===== config.mk =====
export PLATFORM = sky130hd
export DESIGN_NAME = sss_select
export DESIGN_NICKNAME = d
export VERILOG_FILES = /design/src/common/sss_pkg.sv /design/src/rtl/sss_delay.sv /design/src/rtl/sss_select.sv
export VERILOG_INCLUDE_DIRS = /design/src /design/src/common
export SDC_FILE = /design/constraint.sdc
export NUM_CORES = 1
export LEC_CHECK = 0
export BUFFER_PORTS_ARGS = -buffer_cell sky130_fd_sc_hd__buf_2
export CAP_MARGIN = 20
export CORE_MARGIN = 4
export CORE_UTILIZATION = 50
export DETAILED_ROUTE_END_ITERATION = 10
export PLACE_DENSITY = 0.66
export SLEW_MARGIN = 10
export SYNTH_ARGS = -nofsm -noshare
export SYNTH_HDL_FRONTEND = slang
export SYNTH_SLANG_ARGS = --single-unit
export TNS_END_PERCENT = 10

===== constraint.sdc =====
create_clock -name ref_clk -period 2.8 [get_ports ref_clk]
set_input_delay 0.28 -clock ref_clk [delete_from_list [all_inputs] [get_ports ref_clk]]
set_output_delay 0.28 -clock ref_clk [all_outputs]
set_load 0.005 [all_outputs]

===== src/common/sss_defs.svh =====
// constants for the supply supervisor low-power state selector
//
// Behaviour
// (RL1) manual low side: core supervisor off in deep modes unless low-power enable set
// (RL2) automatic low side: core supervisor normal in deep modes only if enabled, lpm, full perf
// (RL3) manual low side: core monitor off if disabled, else keeps active state
// (RL4) automatic low side: core monitor normal in deep modes only when full perf
// (RL5) fast wakeup if low-side unit disabled or full perf, slow if normal
// (RL6) normal-performance low side holds cpu 150 us after deep wakeup
// (RL7) both low units disabled or full perf: hold-off only 2 us
// (RL8) comparator settle delay about 2 us full perf, 150 us normal
// (RL9) software waits for both settle flags clear before deep sleep
// (RL10) high supervisor state from enable, full perf, lpm enable, auto control
// (RL11) high monitor state from enable, full perf and auto control
// (RL12) subsystem clock not held off on wakeup, may run fast up to 6 us
// (RL13) software divides main clock by two before deep sleep, waits after wake
// (RL14) software selects normal low-side performance before raising core level
// (RL15) soft reset clears stuck no-wakeup condition
// (RL16) deep states applied on entry, active states restored before hold-off ends
`ifndef SSS_DEFS_SVH
`define SSS_DEFS_SVH
`define SSS_CLK_MHZ 100
`define SSS_SLOW_US 150
`define SSS_FAST_US 2
`define SSS_SLOW_CYC (`SSS_SLOW_US * `SSS_CLK_MHZ)
`define SSS_FAST_CYC (`SSS_FAST_US * `SSS_CLK_MHZ)
`define SSS_CNT_W 15
`endif


===== src/common/sss_pkg.sv =====
// types for the supply supervisor low-power state selector
package sss_pkg;
    typedef enum logic [1:0] {
        sss_off,
        sss_normal,
        sss_full
    } sss_unit_type;
    typedef enum logic [1:0] {
        sss_active,
        sss_deep,
        sss_hold
    } sss_phase_type;
endpackage : sss_pkg


===== src/rtl/sss_delay.sv =====
// one-shot down counter used for settle delays and wakeup hold-off
`include "sss_defs.svh"
module sss_delay (
    input wire logic ref_clk,
    input wire logic rst_n,
    input wire logic start,
    input wire logic [`SSS_CNT_W-1:0] load,
    output logic busy
);
    logic [`SSS_CNT_W-1:0] count;
    logic [`SSS_CNT_W-1:0] next_count;

    always_comb begin
        next_count = count;
        if (start) begin
            next_count = load;
        end else if (count != '0) begin
            next_count = count - `SSS_CNT_W'(1);
        end
    end

    always_ff @(posedge ref_clk) begin
        if (!rst_n) begin
            count <= '0;
        end else begin
            count <= next_count;
        end
    end

    assign busy = (count != '0);
endmodule : sss_delay


===== src/rtl/sss_select.sv =====
// operating-state selection for low- and high-side supervisors and monitors
`include "sss_defs.svh"
module sss_select (
    input wire logic ref_clk,
    input wire logic rst_n,
    input wire logic core_sup_enable,
    input wire logic core_sup_lowpower_enable,
    input wire logic core_sup_full_perf,
    input wire logic core_mon_enable,
    input wire logic core_mon_full_perf,
    input wire logic low_side_auto_control,
    input wire logic high_sup_enable,
    input wire logic high_sup_lowpower_enable,
    input wire logic high_sup_full_perf,
    input wire logic high_mon_enable,
    input wire logic high_mon_full_perf,
    input wire logic high_side_auto_control,
    input wire logic low_ctl_write,
    input wire logic high_ctl_write,
    input wire logic deep_sleep_request,
    input wire logic wakeup_event,
    output sss_pkg::sss_unit_type core_supervisor,
    output sss_pkg::sss_unit_type core_monitor,
    output sss_pkg::sss_unit_type supply_supervisor_high,
    output sss_pkg::sss_unit_type supply_monitor_high,
    output logic low_side_settle_flag,
    output logic high_side_settle_flag,
    output logic slow_wakeup,
    output logic cpu_hold,
    output logic in_deep_sleep
);
    import sss_pkg::*;

    // -----------------------------------------------------------------
    // state decode
    // -----------------------------------------------------------------
    function automatic sss_unit_type act_state(input logic en, input logic fp);
        act_state = !en ? sss_off : (fp ? sss_full : sss_normal);
    endfunction : act_state

    // shared table: supervisors pass their low-power enable, monitors pass 1
    function automatic sss_unit_type deep_state(input logic en, input logic md,
                                                input logic fp, input logic auto_ctl);
        if (!en || !md) begin
            deep_state = sss_off;
        end else if (auto_ctl) begin
            deep_state = fp ? sss_normal : sss_off;
        end else begin
            deep_state = fp ? sss_full : sss_normal;
        end
    endfunction : deep_state

    sss_unit_type csup_act, csup_deep, cmon_act, cmon_deep;
    sss_unit_type hsup_act, hsup_deep, hmon_act, hmon_deep;
    assign csup_act = act_state(core_sup_enable, core_sup_full_perf);
    assign cmon_act = act_state(core_mon_enable, core_mon_full_perf);
    assign hsup_act = act_state(high_sup_enable, high_sup_full_perf); // [RL10]
    assign hmon_act = act_state(high_mon_enable, high_mon_full_perf); // [RL11]
    assign csup_deep = deep_state(core_sup_enable, core_sup_lowpower_enable,
                                  core_sup_full_perf, low_side_auto_control); // [RL1] [RL2]
    assign cmon_deep = deep_state(core_mon_enable, 1'b1, core_mon_full_perf,
                                  low_side_auto_control); // [RL3] [RL4]
    assign hsup_deep = deep_state(high_sup_enable, high_sup_lowpower_enable,
                                  high_sup_full_perf, high_side_auto_control); // [RL10]
    assign hmon_deep = deep_state(high_mon_enable, 1'b1, high_mon_full_perf,
                                  high_side_auto_control); // [RL11]

    // -----------------------------------------------------------------
    // wakeup speed
    // -----------------------------------------------------------------
    // any enabled low-side unit in normal performance forces the slow path
    logic slow_sel;
    assign slow_sel = (csup_act == sss_normal) || (cmon_act == sss_normal); // [RL5] [RL7]

    // -----------------------------------------------------------------
    // settle delays after control writes
    // -----------------------------------------------------------------
    logic [`SSS_CNT_W-1:0] low_settle_load;
    logic [`SSS_CNT_W-1:0] hold_load;
    assign low_settle_load = core_sup_full_perf ? `SSS_CNT_W'(`SSS_FAST_CYC)
                                                : `SSS_CNT_W'(`SSS_SLOW_CYC); // [RL8]
    assign hold_load = slow_sel ? `SSS_CNT_W'(`SSS_SLOW_CYC)
                                : `SSS_CNT_W'(`SSS_FAST_CYC); // [RL6] [RL7]

    sss_delay u_low_settle (
        .ref_clk(ref_clk),
        .rst_n(rst_n),
        .start(low_ctl_write),
        .load(low_settle_load),
        .busy(low_side_settle_flag)
    );

    // high side uses the same settle rule on its own full-performance bit
    sss_delay u_high_settle (
        .ref_clk(ref_clk),
        .rst_n(rst_n),
        .start(high_ctl_write),
        .load(high_sup_full_perf ? `SSS_CNT_W'(`SSS_FAST_CYC) : `SSS_CNT_W'(`SSS_SLOW_CYC)),
        .busy(high_side_settle_flag)
    );

    // -----------------------------------------------------------------
    // power phase sequencing
    // -----------------------------------------------------------------
    sss_phase_type phase, next_phase;
    logic hold_start;
    logic hold_busy;
    logic next_slow;
    logic settling;
    // entry while a settle delay runs is the no-wakeup hazard; it is refused
    assign settling = low_side_settle_flag || high_side_settle_flag; // [RL9]

    always_comb begin
        next_phase = phase;
        next_slow = slow_wakeup;
        hold_start = 1'b0;
        case (phase)
            sss_active: begin
                if (deep_sleep_request && !settling) begin
                    next_phase = sss_deep; // [RL16]
                    next_slow = slow_sel; // [RL5]
                end
            end
            sss_deep: begin
                if (wakeup_event) begin
                    next_phase = sss_hold;
                    hold_start = 1'b1; // [RL6]
                end
            end
            sss_hold: begin
                if (!hold_busy && !hold_start) begin
                    next_phase = sss_active;
                end
            end
            default: begin
                next_phase = sss_active;
            end
        endcase
    end

    // soft reset lands here too, so a stuck deep phase always recovers
    always_ff @(posedge ref_clk) begin
        if (!rst_n) begin
            phase <= sss_active; // [RL15]
            slow_wakeup <= 1'b0;
        end else begin
            phase <= next_phase;
            slow_wakeup <= next_slow;
        end
    end

    sss_delay u_hold (
        .ref_clk(ref_clk),
        .rst_n(rst_n),
        .start(hold_start),
        .load(hold_load),
        .busy(hold_busy)
    );

    // -----------------------------------------------------------------
    // unit state outputs
    // -----------------------------------------------------------------
    sss_unit_type next_csup, next_cmon, next_hsup, next_hmon;
    always_comb begin
        if (next_phase == sss_deep) begin
            next_csup = csup_deep; // [RL16]
            next_cmon = cmon_deep;
            next_hsup = hsup_deep;
            next_hmon = hmon_deep;
        end else begin
            // active states back from the first hold cycle
            next_csup = csup_act; // [RL16]
            next_cmon = cmon_act;
            next_hsup = hsup_act;
            next_hmon = hmon_act;
        end
    end

    always_ff @(posedge ref_clk) begin
        if (!rst_n) begin
            core_supervisor <= sss_off;
            core_monitor <= sss_off;
            supply_supervisor_high <= sss_off;
            supply_monitor_high <= sss_off;
        end else begin
            core_supervisor <= next_csup;
            core_monitor <= next_cmon;
            supply_supervisor_high <= next_hsup;
            supply_monitor_high <= next_hmon;
        end
    end

    // subsystem clock is deliberately not gated by cpu_hold [RL12]
    assign cpu_hold = (phase == sss_hold); // [RL6]
    assign in_deep_sleep = (phase == sss_deep);
endmodule : sss_select


Word-level counts from Yosys, hierarchy flattened
Cells that the tools add are included.
Cells by class
  reductions and logical operators: 18
  magnitude comparators: 0
  add/sub/neg operators: 3
  bitwise gates (word level): 0
  equality and inequality tests: 5
  divide/modulo/power cells: 0
  shift-type cells: 0
  muxes and demuxes: 39
  $mul: 0
Operators by type and width (count)
  15-bit two-way mux: 6
  2-bit two-way mux: 23
  15-bit nonzero test: 3
  15-bit by 1-bit subtractor with 15-bit output, second input constant: 3
  14-bit two-way mux: 3
  2-bit by 1-bit equality test with 1-bit output, second input constant: 4
  1-bit two-way mux: 6
  2-bit case mux with 3 select lines: 1
  2-bit nonzero test: 3
  1-bit logical NOT: 5
  1-bit logical OR: 4
  2-bit equality test, second input constant: 1
  2-bit logical NOT: 1
  2-bit AND reduction: 1
  1-bit logical AND: 1
Word-level totals
  memories kept: 0
  bits in latches: 0
  memory bits (read-only): 0
  word-level logic and storage cells: 74
  RAM bits: 0
  bits in registers: 56

Logic depth before layout (Yosys ltp)
Gate-level depths: netlist of run 1.
  word-level depth: 8
  mapped depth: 8
  gate-level depth less buffers: 8

Hierarchy
From an unflattened synthesis of run 1, not the netlist that was laid out.
Unflattened totals
  cells, all modules: 361
  area, all modules: 3295.7 um^2
Modules (own cells, without submodules)
  sss_delay: instances 3, seq. area each 300.3 um^2, cells each 98, area each 892.1 um^2
  sss_select: instances 1, seq. area each 220.2 um^2, cells each 67, area each 619.3 um^2

Worst setup path after synthesis of run 1
Ideal clock, no wire load.
  path type: register to register
  start point: register u_low_settle.count[0]
  end point: register core_supervisor[1]
  arrival: 1.989 ns
  setup time: 0.072 ns
  clock period less this slack: 2.060 ns
  path slack: 0.740 ns
  stages on the path, launching flop included: 9
  path buffers: 1
  path through: dfxtp_1 inv_1 ha_1 nor3b_1 nand4_4 or4_1 buf_2 nand2_2 mux2i_1
On the way
  word-level cells in the longest chain between the ends: 8
RTL lines
  from (decl): RTL line sss_delay.sv:10  | logic [`SSS_CNT_W-1:0] count;
  from (signal assigned): RTL line sss_delay.sv:26  | count <= next_count;
  15-bit nonzero test: RTL line sss_delay.sv:30  | assign busy = (count != '0);
  1-bit logical OR: RTL line sss_select.sv:111  | assign settling = low_side_settle_flag || high_side_settle_flag;
  1-bit logical NOT: RTL line sss_select.sv:119  | if (deep_sleep_request && !settling) begin
  1-bit logical AND: RTL line sss_select.sv:119
  2-bit two-way mux: RTL line sss_select.sv:119
  2-bit case mux with 3 select lines: RTL line sss_select.sv:117  | case (phase)
  2-bit by 1-bit equality test with 1-bit output: RTL line sss_select.sv:165  | if (next_phase == sss_deep) begin
  2-bit two-way mux: RTL line sss_select.sv:165
  to (signal assigned): RTL line sss_select.sv:181  | core_supervisor <= sss_off;
  to (signal assigned): RTL line sss_select.sv:186  | core_supervisor <= next_csup;
  to (decl): RTL line sss_select.sv:22  | output sss_pkg::sss_unit_type core_supervisor,
No other way between the ends.
A chain may end at the register's enable or synchronous reset.

Worst setup path after layout of run 1
  start point: register u_high_settle.count[7]
  end point: output port high_side_settle_flag
On the way
  word-level cells in the longest chain between the ends: 1
RTL lines
  from (decl): RTL line sss_delay.sv:10
  from (signal assigned): RTL line sss_delay.sv:26
  15-bit nonzero test: RTL line sss_delay.sv:30
  to (decl): RTL line sss_select.sv:27  | output logic high_side_settle_flag,
No other way between the ends.

==> results of run 1 <==
==> sequential cells by signal, indices dropped and copies added, names as in the netlist <==
register / flops
supply_supervisor_high: 2
phase: 2
u_high_settle.count: 15
u_hold.count: 15
supply_monitor_high: 2
slow_wakeup: 1
u_low_settle.count: 15
core_monitor: 2
core_supervisor: 2
==> worst register-to-register path, cell delays in order (launching register included) <==
cell,delay [ns]
dfxtp_1,0.34
inv_1,0.09
ha_1,0.17
nor3b_1,0.39
nand4_4,0.23
or4_1,0.68
nand2_2,0.16
mux2i_1,0.19
==> final timing paths <==
kind              cells after the start  slack [ns]                                start                              endpoint
hold / removal                        3        0.22                      high_mon_enable     supply_monitor_high[1]$_SDFF_PN0_
setup / recovery                      5        0.50  u_high_settle.count[7]$_SDFFE_PN0P_                 high_side_settle_flag
setup reg to reg                      7        0.51   u_low_settle.count[0]$_SDFFE_PN0P_  supply_supervisor_high[1]$_SDFF_PN0_
hold reg to reg                       2        0.48        u_hold.count[14]$_SDFFE_PN0P_         u_hold.count[14]$_SDFFE_PN0P_
==> area by class of cell <==
| type | count | area [um^2] |
|---|---|---|
| clock buffers | 7 | 96.3 |
| clock inverters | 1 | 30.0 |
| fillers | 520 | 2290 |
| inverters | 15 | 56.3 |
| multi-input cells | 254 | 1630 |
| flip-flops and latches | 56 | 1120 |
| well taps | 72 | 90.1 |
| repair buffers | 35 | 188 |
==> logic make-up after synthesis <==
| kind of cell | synth area share [%] |
|---|---|
| simple gates | 30.8 |
| flops | 39.6 |
| compound gates | 11.4 |
| xor+xnor | 9.28 |
| buf+inv | 2.83 |
| fa+ha+maj | 3.98 |
| mux | 2.12 |
==> per-stage QoR <==
step | setup slack, ns | area [um^2]
5_1_grt | 0.337 | 3210
6_report | 0.501 | 3210
3_3_place_gp | 0.593 | 3090
2_1_floorplan | 0.740 | 2830
3_5_place_dp | 0.512 | 3090
4_1_cts | 0.490 | 3210
==> layer usage <==
| metal | vias up | GRT usage (%) | wire, um |
|---|---|---|---|
| li1 | 1239 | - | - |
| met1 | 1099 | 23.4 | 3040 |
| met2 | 34 | 29.3 | 2660 |
| met3 | 4 | 4.07 | 212 |
| met4 | 0 | 3.42 | 46 |
| met5 | - | 0 | 0 |
==> power by group through the flow <==
stage | sequential, W | clock, W | combinational [W]
6_report | 0.00102 | 0.000572 | 0.000813
5_1_grt | 0.00103 | 0.000622 | 0.000935
4_1_cts | 0.00101 | 0.000590 | 0.000816
3_5_place_dp | 0.00103 | 0 | 0.000810
3_3_place_gp | 0.00103 | 0 | 0.000798
2_1_floorplan | 0.00101 | 0 | 0.000639
==> layout by cell type, fill, tap and decap left out, types with 5 or more instances in the layout <==
master and n:
nor3_1 11, nor2b_1 10, nand3b_1 5, a21boi_0 5
dfxtp_1 56, ha_1 9, xor2_1 16, buf_4 5
nand3_1 19, o21ai_0 14, nand4b_1 5, nand2_1 28
a21oi_1 22, clkbuf_8 7, nor4_1 6, nor2_1 37
buf_2 30, xnor2_1 14, inv_1 15, nand4_1 10
mux2i_1 6
==> metrics.md, run 1 <==
| Metric | Value |
|---|---|
| Status | completed |
| Antenna fix cells | 0 |
| Mapped Area | 2830 um^2 |
| Site Rows | 27 |
| Yosys cell types | between 40 and 50 |
| Area share of the largest cell type after synthesis | approximately two fifths |
| Clock share of power | a little under a quarter |
| Pwr Density | 747 nW/um^2 |
| Syn Area/Cell | 8.56 um^2 |
| CP endpoint kind | output pin |
| Clock sink count | 56 |
| Number of synthesized flops with an enable pin | 0 |
| Synth Register Bits | 56 |
| Root Driver | clkbuf_8 |
| # placed instances | 432 |
| Nets | 394 |
| TritonRoute pass-1 iters | 4 |
| Core ar. | about 5500 um^2 |
| Worst vdd ir | 334 uV |
| Port buffer count | 30 |
| CTS max path bufs | 2 |
| Max incr delay on CP | 0.44 ns |
| Routed vias | 2376 |
| Async SR Flop Fraction | 0% |
| Largest net degree at the start of global routing | 19 |
| Sequential share of power | 42.3% |
| Layout area overhead | 13.4% |
| Skew final | 0.0107 ns |
| RSZ-0062 raised after global routing | no |
| Most frequent cell after synthesis | dfxtp_1 |
| Switching Share | between 30% and 40% |
| Wire length per cell | 13.6 um |
| Antenna violations before repair | 0 |
| Slowest CP cell | nor4_1 |
| Worst path required time | about 2.5 ns |
| Boundary pin count | 31 |
| Initial Utilization | 51.4% |
| Largest area contributor in the synthesized netlist | dfxtp_1 |
| CP Launch Type | flip-flop |
| P_leak | 1.37 nW |
| Fmax | 0.435 GHz |
| Final hold violation count | 0 |
| Crit-path cells | nor4_1, nand3_1, nor2_1, inv_1, buf_2 |
| Clock Pin Slew Worst Setup and Hold Paths | 0.10 ns |
| Post-route ant nets | 0 |
| Gp weighted congestion | 0.784 |
| CP top delay family | simple AND/OR/NAND/NOR gates |
| Slew @ Worst Pin | 0.717 ns |
| Routed WL | 5.96 mm |
| Top post-synthesis cells by area | dfxtp_1 (40%), xor2_1 (4.9%), nor2_1 (4.9%), xnor2_1 (4.3%), ha_1 (4.0%) |
| CTS tree | built |
| Vias in the first global route | 2300 |
| Post CTS Setup Buffer Count | 0 |
| HPWL after DPL | about 4.4 mm |
| Fin crit period | 2.30 ns |
| Max_slew headroom | 51.9% |
| Die Wd | roughly 83 um |
| Post-synth top cells | dfxtp_1 (56), nor2_1 (37), nand2_1 (28) |
| Slew Viols, Final | 0 |
| Share of post-route cells with drive strength above 1 | 13.9% |
| Seq/Total Area, Yosys | 39.6% |
| Hold bufs inserted after CTS | 0 |
| Post-Syn Nets | 358 |
| Comb pwr share | between 30% and 40% |
| Max Cap Violations | 0 |
| First DRT Iteration DRCs | 77 |
| CP max FO | 6 |
| CP arrival | 2.02 ns |
| Cell internal pwr | 0.00160 W |
| Sum Neg Setup Slack | 0 ns |
| Number of gates resized after cts | 0 |
| Remaining global-route overflow | 0 |
| Overall Power | around 0.0024 W |
| NetSw | approximately 0.00080 W |
| Final setup violating endpoints | 0 |
| DRC | 0 |
| GRT Util Overall | 17.6% |
| CTS Buf Count | 5 |
| First-pass GRT wire length | 10.4 mm |
| Later-pin clock latency in the skew report | 0.30 ns |
| Synth warn | 0 |
| Post-layout util | between 50% and 60% |
| Final period util | between 80% and 90% |
| Post-synth top flop | dfxtp_1 |
| CP bufs+invs | 2 |
| Cells after synthesis | 331 |
| DIE HEIGHT | between 80 and 90 um |
| Finished Layout Cells | 440 |
| HP Class | input port to flip-flop |
| Die area | 6930 um^2 |
| Worst hold slack | 0.217 ns |
| Worst Setup Path Type | flip-flop to output pin |
| Vias per cell | 5.40 |
| CTS H-tree lvls | 2 |
Note: power is estimated with default switching activity, not from simulation.
==> run 2: changes to the inputs <==
--- a/config.mk
+++ b/config.mk
@@ -6,12 +6,13 @@
 export SDC_FILE = /design/constraint.sdc
 export NUM_CORES = 1
 export LEC_CHECK = 0
+export ABC_AREA = 1
 export BUFFER_PORTS_ARGS = -buffer_cell sky130_fd_sc_hd__buf_2
 export CAP_MARGIN = 20
 export CORE_MARGIN = 4
 export CORE_UTILIZATION = 50
 export DETAILED_ROUTE_END_ITERATION = 10
-export PLACE_DENSITY = 0.66
+export PLACE_DENSITY = 0.68
 export SLEW_MARGIN = 10
 export SYNTH_ARGS = -nofsm -noshare
 export SYNTH_HDL_FRONTEND = slang
==> constraint.sdc (replaced) <==
create_clock -name ref_clk -period 1.9 [get_ports ref_clk]
set_input_delay 0.19 -clock ref_clk [delete_from_list [all_inputs] [get_ports ref_clk]]
set_output_delay 0.19 -clock ref_clk [all_outputs]
set_load 0.005 [all_outputs]
==> run 2 against run 1 <==
  * Non-clock buffer count shrank 1
  * Sequential cell count is the same
  * Clock skew shrank 0.00060 ns
  * Synthesized cell count grew 44%
  * Sequential share of layout area shrank 3.3 points
  * Final cell count grew 34%
  * Global-route usage grew 2.9 points
  * Combinational power grew 81%
  * Critical endpoint unchanged
  * Largest cell class unchanged
  * Largest power group unchanged
==> metrics.md, run 2 <==
| Metric | Value |
|---|---|
| Status | completed (unchanged) |
| Synth Register Bits | 56 (unchanged) |
| Nets | 541 (was 394) |
| Synth Area in XOR/XNOR | 3.29% (was 9.28%) |
| Mapped Area | 3190 um^2 (was 2830 um^2) |
| Fin crit period | around 1.8 ns |
| Max Cap Violations | 0 (unchanged) |
| Simple-Gate Fraction of Synth Area | 40.0% (was 30.8%) |
| Fmax | 0.552 GHz |
| Routed vias | 3053 (was 2376) |
| First DRT Iteration DRCs | 154 (was 77) |
| Antenna violations before repair | 0 (unchanged) |
| Remaining global-route overflow | 0 (unchanged) |
| Most frequent cells in the layout | nor2_1 (90), nand2_1 (90), inv_1 (56), dfxtp_1 (56) (was dfxtp_1 (56), nor2_1 (37), buf_2 (30)) |
| Routed WL | 7.27 mm (was 5.96 mm) |
| Area share of the largest cell type after synthesis | 35.1% (was 39.6%) |
| DRC | 0 (unchanged) |
| # placed instances | 581 (was 432) |
| Largest net degree at the start of global routing | 21 (was 19) |
| Yosys cell types | 33 (was 41) |
| Slew @ Worst Pin | 0.486 ns (was 0.717 ns) |
| Boundary pin count | 31 (unchanged) |
| Layout area overhead | 11.0% (was 13.4%) |
| Cells after synthesis | 477 (was 331) |
| Seq/Total Area, Yosys | 35.1% (was 39.6%) |
| Adder-Cell Fraction of Synth Area | 3.53% (was 3.98%) |
| Switching Share | 40.6% (was 33.5%) |
| CTS H-tree lvls | 2 (unchanged) |
| Sequential share of power | 41.6% (was 42.3%) |
| CTS tree | built (unchanged) |
| Largest family of logic cells by synthesized area | simple AND/OR/NAND/NOR gates (unchanged) |
| Top post-synthesis cells by area | dfxtp_1 (35%), nand2_1 (11%), nor2_1 (11%), inv_1 (6.7%), nand3_1 (4.7%) (was dfxtp_1 (40%), xor2_1 (4.9%), nor2_1 (4.9%), xnor2_1 (4.3%), ha_1 (4.0%)) |
| Synth warn | 0 (unchanged) |
| Clock share of power | 18.3% (was 23.8%) |
| Largest area contributor in the synthesized netlist | dfxtp_1 (unchanged) |
| Clock sink count | 56 (unchanged) |
| Site Rows | 28 (was 27) |
| CTS max path bufs | 2 (unchanged) |
| Post-synth top cells | nand2_1 (90), nor2_1 (90), inv_1 (57) (was dfxtp_1 (56), nor2_1 (37), nand2_1 (28)) |
| Worst Setup Path Type | flip-flop to output pin (unchanged) |
| Clock Pin Slew Worst Setup and Hold Paths | 0.10 ns (about the same) |
| Number of synthesized flops with an enable pin | 0 (unchanged) |
| Slowest CP cell | dfxtp_1 (was nor4_1) |
| Port buffer count | 30 (unchanged) |
| Wire length per cell | 12.3 um (was 13.6 um) |
| Mux share of post-synthesis cell area | 0% (was 2.12%) |
| Max incr delay on CP | 0.32 ns (was 0.44 ns) |
| Worst vdd ir | 803 uV (was 334 uV) |
| Gp weighted congestion | 0.887 (was 0.784) |
| Slew Viols, Final | 0 (unchanged) |
| HP Class | input port to flip-flop (unchanged) |
| Hold bufs inserted after CTS | 0 (unchanged) |
| Pwr Density | 1030 nW/um^2 (was 747 nW/um^2) |
| CTS Buf Count | 5 (unchanged) |
| GRT Util Overall | 20.5% (was 17.6%) |
| DIE HEIGHT | 87.9 um (was 83.3 um) |
| Max_slew headroom | 67.3% (was 51.9%) |
| Vias per cell | 5.17 (was 5.40) |
| Overall Power | 0.00367 W (was 0.00240 W) |
| Later-pin clock latency in the skew report | 0.32 ns (was 0.30 ns) |
| Worst hold slack | 0.121 ns (was 0.217 ns) |
| Initial Utilization | 52.7% (was 51.4%) |
| Antenna fix cells | 0 (unchanged) |
| Cell internal pwr | 0.00218 W (was 0.00160 W) |
| NetSw | 0.00149 W (was 0.000803 W) |
| Finished Layout Cells | 590 (was 440) |
| Regs by FF count | u_high_settle.count (15), u_hold.count (15), u_low_settle.count (15) (unchanged) |
| First-pass GRT wire length | 12.7 mm (was 10.4 mm) |
| TritonRoute pass-1 iters | 4 (unchanged) |
| Sum Neg Setup Slack | 0 ns (unchanged) |
| Core ar. | 6060 um^2 (was 5510 um^2) |
| Post-synth top flop | dfxtp_1 (unchanged) |
| Worst path required time | 1.71 ns (was 2.52 ns) |
| Vias in the first global route | 2802 (was 2300) |
| Comb pwr share | 40.1% (was 33.9%) |
| CP max FO | 6 (unchanged) |
| Syn Area/Cell | 6.69 um^2 (was 8.56 um^2) |
| Root Driver | clkbuf_8 (unchanged) |
| CP arrival | 1.62 ns (was 2.02 ns) |
| Post-route ant nets | 0 (unchanged) |
| CP Launch Type | flip-flop (unchanged) |
| CP endpoint kind | output pin (unchanged) |
| Crit-path cells | inv_2, ha_1, inv_1, nor3_1, nand4_1, buf_2 (was nor4_1, nand3_1, nor2_1, inv_1, buf_2) |
| Post-Syn Nets | 504 (was 358) |
| Die Wd | 87.9 um (was 83.3 um) |
| Share of post-route cells with drive strength above 1 | 16.5% (was 13.9%) |
| Final period util | a little over nine tenths |
| RSZ-0062 raised after global routing | no (unchanged) |
| Post-synthesis compound-gate area fraction | 9.87% (was 11.4%) |
| HPWL after DPL | 5.66 mm (was 4.38 mm) |
| Final setup violating endpoints | 0 (unchanged) |
| Die area | 7730 um^2 (was 6930 um^2) |
| P_leak | 1.76 nW (was 1.37 nW) |
| Async SR Flop Fraction | 0% (unchanged) |
| Final hold violation count | 0 (unchanged) |
| Skew final | 0.0101 ns (was 0.0107 ns) |
==> run 2: path summary, 6_finish.rpt <==
| kind | from | to | slack (ns) | depth (start not counted) |
|---|---|---|---|---|
| min | high_mon_enable | supply_monitor_high[1]$_SDFF_PN0_ | 0.12 | 3 |
| max reg2reg | u_high_settle.count[0]$_SDFFE_PN0P_ | supply_supervisor_high[1]$_SDFF_PN0_ | 0.24 | 11 |
| max | u_high_settle.count[0]$_SDFFE_PN0P_ | high_side_settle_flag | 0.09 | 6 |
| min reg2reg | u_hold.count[5]$_SDFFE_PN0P_ | u_hold.count[5]$_SDFFE_PN0P_ | 0.47 | 2 |
==> run 2: layout make-up <==
class                      count  area (um^2)
clock buffer                   5         68.8
clock inverter                 3         23.8
fill                         610         2520
inverter                      65          246
multi-input combinational    352         1810
sequential                    56         1120
tap                           75         93.8
timing repair buffer          34          180
==> run 2: logic make-up (layout without fill, tap and decap cells) <==
family	count (synthesis)	after routing
XOR/XNOR	12	12
buffers and inverters	69	107
AND/OR/NAND/NOR	272	272
flip-flops	56	56
AO/OA/AOI/OAI	59	59
adder cells (fa/ha/maj)	9	9
==> run 2: metal layers <==
metal	wire, um	vias up	global-route usage (%)
li1	-	1604	-
met1	3640	1373	28.6
met2	3180	64	32.2
met3	333	12	3.86
met4	116	0	6.14
met5	0	-	0
==> run 2: power groups by stage <==
stage          Combinational [W]  Clock (W)  Sequential [W]
3_3_place_gp             0.00143          0         0.00155
6_report                 0.00147   0.000670         0.00153
5_1_grt                  0.00171   0.000754         0.00155
3_5_place_dp             0.00146          0         0.00155
4_1_cts                  0.00147   0.000705         0.00152
2_1_floorplan            0.00119          0         0.00151
==> run 2: what timing repair did <==
| item | CTS | global route |
|---|---|---|
| gates resized for setup | 0 | 1 |
| setup buffers | 1 | 0 |
| pin swaps | 1 | 0 |
| endpoints found under the setup margin | 1 | 1 |
==> run 2: stage by stage <==
stage | setup WS, ns | cell area, um^2 | utilization [%]
6_report | 0.0886 | 3540 | 58.5
5_1_grt | 0.0153 | 3540 | 58.5
4_1_cts | 0.0650 | 3540 | 58.5
3_5_place_dp | 0.223 | 3440 | 56.8
3_3_place_gp | 0.308 | 3440 | 56.8
2_1_floorplan | 0.397 | 3190 | -
==> run 2: worst max-delay path: cells and delay by family (launching register included) <==
family	cells	cell delay [ns]
and+or+nand+nor	2	0.46
buffers and inverters	3	0.34
DFF	1	0.32
adders and majority gates	1	0.20
